[config.mk]
export PLATFORM = sky130hd
export DESIGN_NAME = aocfg_top
export DESIGN_NICKNAME = d
export VERILOG_FILES = /design/src/rtl/aocfg_conv_settings.v /design/src/rtl/aocfg_top.v
export VERILOG_INCLUDE_DIRS = /design/src /design/src/rtl
export SDC_FILE = /design/constraint.sdc
export NUM_CORES = 1
export LEC_CHECK = 0
export BUFFER_PORTS_ARGS = -buffer_cell sky130_fd_sc_hd__buf_2
export CAP_MARGIN = 10
export CORE_MARGIN = 2
export CORE_UTILIZATION = 38
export CTS_CLUSTER_SIZE = 12
export DETAILED_ROUTE_END_ITERATION = 16
export PLACE_DENSITY_LB_ADDON = 0.08
export SETUP_SLACK_MARGIN = 0.2
export SLEW_MARGIN = 40
export SYNTH_ARGS = -nofsm -noshare
export SYNTH_HDL_FRONTEND = slang
export SYNTH_HIERARCHICAL = 1
export SYNTH_SLANG_ARGS = --single-unit
[constraint.sdc]
create_clock -name clk_in -period 1.5 [get_ports clk_in]
set_input_delay 0.3 -clock clk_in [delete_from_list [all_inputs] [get_ports clk_in]]
set_output_delay 0.3 -clock clk_in [all_outputs]
set_load 0.01 [all_outputs]
[src/rtl/aocfg_regs.vh]
// Register map, field positions and reset values for the analog output configuration block.
// Assumes byte offsets from the board base address on a 16-bit host write port.
`ifndef AOCFG_REGS_VH
`define AOCFG_REGS_VH

// ----------------------------------------
// Offsets
// ----------------------------------------
`define AOCFG_ADDR_W            5
`define AOCFG_OFS_CONFIG        5'h16
`define AOCFG_OFS_FIFO_DATA     5'h1E
`define AOCFG_OFS_DIRECT0       5'h18
`define AOCFG_OFS_DIRECT1       5'h1A

// ----------------------------------------
// Field positions
// ----------------------------------------
`define AOCFG_BIT_TARGET        8
`define AOCFG_BIT_GROUND        3
`define AOCFG_BIT_EXTERNAL_REFERENCE_SELECT        2
`define AOCFG_BIT_GLITCH        1
`define AOCFG_BIT_BIPOLAR       0

// ----------------------------------------
// Reset values
// ----------------------------------------
`define AOCFG_RST_SETTINGS      3'h0
`define AOCFG_RST_GROUND        1'h0
`define AOCFG_RST_DATA          16'h0000

`endif

[src/rtl/aocfg_conv_settings.v]
// One converter's copy of the reference, glitch and polarity settings.
// Assumes the parent decodes the configuration write and the target bit.
`timescale 1ns/1ns
module aocfg_conv_settings (
   input  wire       clk_in,
   input  wire       rst_in,
   input  wire       load_in,
   input  wire [2:0] settings_in,
   output wire       external_reference_select_out,
   output wire       uniform_glitch_out,
   output wire       bipolar_output_mode_out
);
`include "aocfg_regs.vh"

   reg  [2:0] settings_ff;
   wire [2:0] nxt_settings;

   // Untargeted copy holds its value
   assign nxt_settings = load_in ? settings_in : settings_ff;

   always @(posedge clk_in) begin
      if (rst_in) begin
         settings_ff <= `AOCFG_RST_SETTINGS;
      end else begin
         settings_ff <= nxt_settings;
      end
   end

   assign external_reference_select_out = settings_ff[2];
   assign uniform_glitch_out            = settings_ff[1];
   assign bipolar_output_mode_out       = settings_ff[0];
endmodule

[src/rtl/aocfg_top.v]
// Analog output configuration register and the two converter data paths.
// Assumes a synchronous 16-bit write-only host port; writes are one-cycle strobes.
`timescale 1ns/1ns

// Functional notes
// - Write-only 16-bit config register at 0x16
// - Reset clears every stored setting
// - Bit 8 picks first or second converter
// - Bit 3 shared, grounds both references
// - Bit 2 external or internal reference
// - Bit 1 uniform-glitch mode per converter
// - Data direct, or through FIFO path for first converter only
// - Bit 0 bipolar two's complement, else unipolar
module aocfg_top (
   input  wire        clk_in,
   input  wire        rst_in,
   input  wire        wr_en_in,
   input  wire [4:0]  addr_in,
   input  wire [15:0] wr_data_in,
   input  wire        rd_en_in,
   output wire [15:0] rd_data_out,
   output wire        fifo_wr_valid_out,
   output wire [15:0] fifo_wr_data_out,
   input  wire        fifo_full_in,
   input  wire        fifo_rd_valid_in,
   input  wire [15:0] fifo_rd_data_in,
   output wire        fifo_rd_ready_out,
   output wire [15:0] first_converter_data_out,
   output wire [15:0] second_converter_data_out,
   output wire        reference_grounding_out,
   output wire        first_converter_external_reference_select_out,
   output wire        first_converter_glitch_out,
   output wire        first_converter_bipolar_out,
   output wire        second_converter_external_reference_select_out,
   output wire        second_converter_glitch_out,
   output wire        second_converter_bipolar_out
);
`include "aocfg_regs.vh"

   // ----------------------------------------
   // Address decode
   // ----------------------------------------
   function hit;
      input [4:0] addr;
      input [4:0] ofs;
      begin
         hit = (addr == ofs);
      end
   endfunction

   // One select per decoded offset; other offsets are ignored
   wire cfg_wr;
   wire dir0_wr;
   wire dir1_wr;
   wire fifo_wr;

   assign cfg_wr  = wr_en_in & hit(addr_in, `AOCFG_OFS_CONFIG);
   assign dir0_wr = wr_en_in & hit(addr_in, `AOCFG_OFS_DIRECT0);
   assign dir1_wr = wr_en_in & hit(addr_in, `AOCFG_OFS_DIRECT1);
   assign fifo_wr = wr_en_in & hit(addr_in, `AOCFG_OFS_FIFO_DATA);

   // ----------------------------------------
   // Read port
   // ----------------------------------------
   // Write-only: reads return zero, not register contents
   // The read strobe is taken but has nothing to fetch
   assign rd_data_out = 16'h0000;

   // ----------------------------------------
   // Configuration fields
   // ----------------------------------------
   // Reserved bits 15-9 and 7-4 are not stored
   wire       target_second = wr_data_in[`AOCFG_BIT_TARGET];
   wire [2:0] wr_settings   = {wr_data_in[`AOCFG_BIT_EXTERNAL_REFERENCE_SELECT],
                               wr_data_in[`AOCFG_BIT_GLITCH],
                               wr_data_in[`AOCFG_BIT_BIPOLAR]};

   // ----------------------------------------
   // Shared reference grounding
   // ----------------------------------------
   // Stored once, so the two converters cannot be grounded apart
   reg  reference_grounding_ff;
   reg  nxt_reference_grounding;

   // Shared bit: last write wins, whatever the target
   always @* begin
      nxt_reference_grounding = reference_grounding_ff;
      if (cfg_wr) begin
         nxt_reference_grounding = wr_data_in[`AOCFG_BIT_GROUND];
      end
   end

   always @(posedge clk_in) begin
      if (rst_in) begin
         reference_grounding_ff <= `AOCFG_RST_GROUND;
      end else begin
         reference_grounding_ff <= nxt_reference_grounding;
      end
   end

   assign reference_grounding_out = reference_grounding_ff;

   // ----------------------------------------
   // Per-converter copies
   // ----------------------------------------
   reg  [1:0] conv_load;
   wire [1:0] conv_external_reference_select;
   wire [1:0] conv_glitch;
   wire [1:0] conv_bipolar;

   // Target bit steers the load to exactly one copy
   always @* begin
      case (target_second)
         1'h0: begin
            conv_load = {1'h0, cfg_wr};
         end
         1'h1: begin
            conv_load = {cfg_wr, 1'h0};
         end
         default: begin
            conv_load = 2'h0;
         end
      endcase
   end

   genvar gi;
   generate
      for (gi = 0; gi < 2; gi = gi + 1) begin : g_conv
         aocfg_conv_settings u_settings (
            .clk_in                        (clk_in),
            .rst_in                        (rst_in),
            .load_in                       (conv_load[gi]),
            .settings_in                   (wr_settings),
            .external_reference_select_out (conv_external_reference_select[gi]),
            .uniform_glitch_out            (conv_glitch[gi]),
            .bipolar_output_mode_out       (conv_bipolar[gi])
         );
      end
   endgenerate

   // ----------------------------------------
   // Output mapping
   // ----------------------------------------
   // Settings reach the converters straight from the copies
   assign first_converter_external_reference_select_out   = conv_external_reference_select[0];
   assign first_converter_glitch_out   = conv_glitch[0];
   assign first_converter_bipolar_out  = conv_bipolar[0];
   assign second_converter_external_reference_select_out  = conv_external_reference_select[1];
   assign second_converter_glitch_out  = conv_glitch[1];
   assign second_converter_bipolar_out = conv_bipolar[1];

   // ----------------------------------------
   // FIFO push
   // ----------------------------------------
   // FIFO words feed the first converter; the FIFO itself is outside
   // A write while full is dropped; the host must watch the full flag
   wire fifo_push;

   assign fifo_push         = fifo_wr & ~fifo_full_in;
   assign fifo_wr_valid_out = fifo_push;
   assign fifo_wr_data_out  = wr_data_in;

   // ----------------------------------------
   // FIFO drain
   // ----------------------------------------
   // Direct write takes the cycle, so FIFO drain waits behind it
   wire drain_ready;
   wire fifo_drain;

   assign drain_ready       = ~dir0_wr;
   assign fifo_drain        = fifo_rd_valid_in & drain_ready;
   assign fifo_rd_ready_out = drain_ready;

   // ----------------------------------------
   // First converter data
   // ----------------------------------------
   // Direct write beats a FIFO word in the same cycle
   reg  [15:0] conv0_data_ff;
   reg  [15:0] nxt_conv0_data;

   always @* begin
      nxt_conv0_data = conv0_data_ff;
      if (dir0_wr) begin
         nxt_conv0_data = wr_data_in;
      end else if (fifo_drain) begin
         nxt_conv0_data = fifo_rd_data_in;
      end
   end

   always @(posedge clk_in) begin
      if (rst_in) begin
         conv0_data_ff <= `AOCFG_RST_DATA;
      end else begin
         conv0_data_ff <= nxt_conv0_data;
      end
   end

   assign first_converter_data_out = conv0_data_ff;

   // ----------------------------------------
   // Second converter data
   // ----------------------------------------
   // Direct path only; the FIFO never feeds this converter
   reg  [15:0] conv1_data_ff;
   reg  [15:0] nxt_conv1_data;

   always @* begin
      nxt_conv1_data = conv1_data_ff;
      if (dir1_wr) begin
         nxt_conv1_data = wr_data_in;
      end
   end

   always @(posedge clk_in) begin
      if (rst_in) begin
         conv1_data_ff <= `AOCFG_RST_DATA;
      end else begin
         conv1_data_ff <= nxt_conv1_data;
      end
   end

   assign second_converter_data_out = conv1_data_ff;
endmodule

==> results_dict.tcl <==
set metrics [dict create \
    run_status "finished, final reports clean" \
    antenna_cells 0 \
    row_count 26 \
    ios 116 \
    die_w_um 77.4 \
    grt_max_degree 56 \
    place_hpwl_mm 3.15 \
    synth-seq-area-share 0.381 \
    final_nets 333 \
    syn_to_final_growth_pct 26.1 \
    vias 1561 \
    end_kind "output pin" \
    syn_inst 204 \
    finalClockSkew_ns 0 \
    drt-pass1-iter-count 4 \
    setup_violations 0 \
    core_area_mm2 0.00517 \
    tightest_slew_ns 0.512 \
    cts_root_buf "clkbuf_8" \
    grt_use_met2 0.243 \
    avgRoutedWirePerCell_um 11.9 \
    grtUsageMet1 0.164 \
    final.min_clock_period_ns 1.42 \
    worstSkewPairLatency_ns 0.28 \
    clkSinkCount 39 \
    clkPwrFrac 0.356 \
    htree_levels 2 \
    p_seq_frac 0.497 \
    numCtsBuffers 5 \
    rsz0062_at_grt "true" \
    critPathLaunchType "input port" \
    peakVddDrop_mv 0.486 \
    timing_hold_violations_final 0 \
    crit_fanout 3 \
    max_freq_ghz 0.704 \
    cts_hold_buf 0 \
    fin_crit_sh 0.946 \
    yosysWarningCount 6 \
    cts_tree "built" \
    ant_nets 0 \
    p_total_mw 2.17 \
    whs_ns 0.306 \
    clockBufferDepth 2 \
    crit_arrival_ns 1.12 \
    clk_pin_slew_ns 0.07 \
    use_met3 0.0430 \
    maxCapViolations 0 \
    port_buffers 98 \
    ys_ff_latch 39 \
    initial_utilization 0.396 \
    cp.required_ns 1.20 \
    avgSynthCellArea_um2 10.0 \
    hp-class "input port to flip-flop" \
    crit_type "input port to output pin" \
    powerDensity_mw_per_mm2 841 \
    overflow 0 \
    antenna_found_initial 0 \
    hp-start "wr_data_in[1]" \
    postLayoutCellArea_mm2 0.00258 \
    drt_wl_total_mm 4.31 \
    p_int_mw 1.65 \
    fillers 511 \
    p_leak_nw 1.36 \
    vias_per_cell 4.32 \
    synth_area_mm2 0.00205 \
    p_sw_frac 0.242 \
    relSlewSlack 0.659 \
    power_frac_comb 0.147 \
    grt_usage 0.142 \
    die_h_um 77.4 \
    drive_gt1_frac 0.450 \
    switchingPower_mw 0.525 \
    grt_pass1_wl_mm 6.78 \
    grt-busiest-layer "met2" \
    die_area_mm2 0.00600 \
    critPathLaunch "addr_in[2]" \
    synthDistinctLibCells 20 \
    drcViolationCount 0 \
    gp_routability_congestion 0.689 \
    grt_pass1_vias 1492 \
    initialDrtViolationCount 31 \
    r2r_start "first_converter_data_out[2]" \
    dpl_cell_area_mm2 0.00244 \
    slew_violations 0 \
]
-- synthesized netlist by cell type --
master     n  share of area
conb_1     1         0.0018
nand4b_1   1         0.0043
buf_12     1         0.0098
nand4_1    1         0.0031
nor2_1     8          0.015
buf_6      1         0.0055
nand2b_1  33           0.10
or3_1      1         0.0031
nor2b_1    2         0.0061
dfxtp_1   39           0.38
clkbuf_1   5         0.0092
inv_1      1         0.0018
nor4bb_1   1         0.0049
or2_1      1         0.0031
and2b_1    1         0.0037
nand3_1    1         0.0024
buf_2      1         0.0024
buf_4     35           0.13
or2_2     15          0.046
mux2i_1   55           0.27
-- path summary, 6_finish.rpt --
check                           slack (ns)                             endpoint  cells past startpoint
worst max-delay path                  0.08                    fifo_rd_ready_out                      4
worst min-delay path                  0.31  g_conv[1].u_settings/settings_ff[1]                      3
worst max register to register        0.59          first_converter_data_out[2]                      3
worst min register to register        0.47         second_converter_data_out[9]                      2
-- worst max-delay path: stages --
cell	delay (ns)
buf_2	0.11
nand4b_1	0.17
or3_4	0.38
buf_2	0.16
-- per-stage QoR --
stage | std cells | utilization | worst slack [ns] | TNS, ns
detailed placement | 351 | 0.472 | -0.0115 | -0.0199
global route | 361 | 0.500 | 0.0510 | 0
floorplan | 219 | - | 0.133 | 0
finish | 361 | 0.500 | 0.0803 | 0
CTS | 360 | 0.498 | 0.0704 | 0
global placement | 351 | 0.472 | 0.00665 | 0
-- what timing repair did --
action,4_1_cts,5_1_grt
pin swaps,2,1
buffers inserted,1,1
setup endpoints to repair,2,2
hold endpoints to repair,0,0
gates resized for setup,5,0
-- sequential cells by signal, indices dropped and copies added, names as in the netlist --
signal / cells
second_converter_data_out: 16
reference_grounding_out: 1
g_conv.u_settings/settings_ff: 6
first_converter_data_out: 16
-- area by class of cell --
class / count / area, um^2 / area share
inverter: 1 / 3.75 / 0.00145
timing repair buffer: 107 / 596 / 0.231
sequential: 39 / 781 / 0.302
tap: 70 / 87.6 / 0.0339
clock buffer: 8 / 100 / 0.0387
multi-input combinational: 136 / 1020 / 0.393
-- logic make-up after synthesis --
group                  Yosys count  synth area share
and+or+nand+nor                 65             0.192
muxes                           55             0.269
buffers and inverters           44             0.157
DFF                             39             0.381
other                            1           0.00183
-- power by group through the flow --
stage / clock network (mW) / logic (mW) / registers (mW)
finish: 0.773 / 0.319 / 1.08
global route: 0.848 / 0.353 / 1.08
CTS: 0.801 / 0.323 / 1.08
detailed placement: 0 / 0.313 / 1.10
global placement: 0 / 0.312 / 1.11
floorplan: 0 / 0.218 / 1.12
-- metal layers --
layer	wire length [um]	part of all wire
met5	0	0
met4	51	0.012
met3	325	0.075
met2	2100	0.49
met1	1830	0.43
-- cell usage in the layout, fill, tap and decap left out, drive strengths merged --
| cell | n |
|---|---|
| and2b | 1 |
| buf | 107 |
| clkbuf | 8 |
| conb | 16 |
| dfxtp | 39 |
| inv | 1 |
| mux2i | 55 |
| nand2b | 33 |
| nand3 | 1 |
| nand4 | 1 |
| nand4b | 1 |
| nor2 | 8 |
| nor2b | 2 |
| nor4bb | 1 |
| or2 | 16 |
| or3 | 1 |
Note: power is estimated with default switching activity, not from simulation.
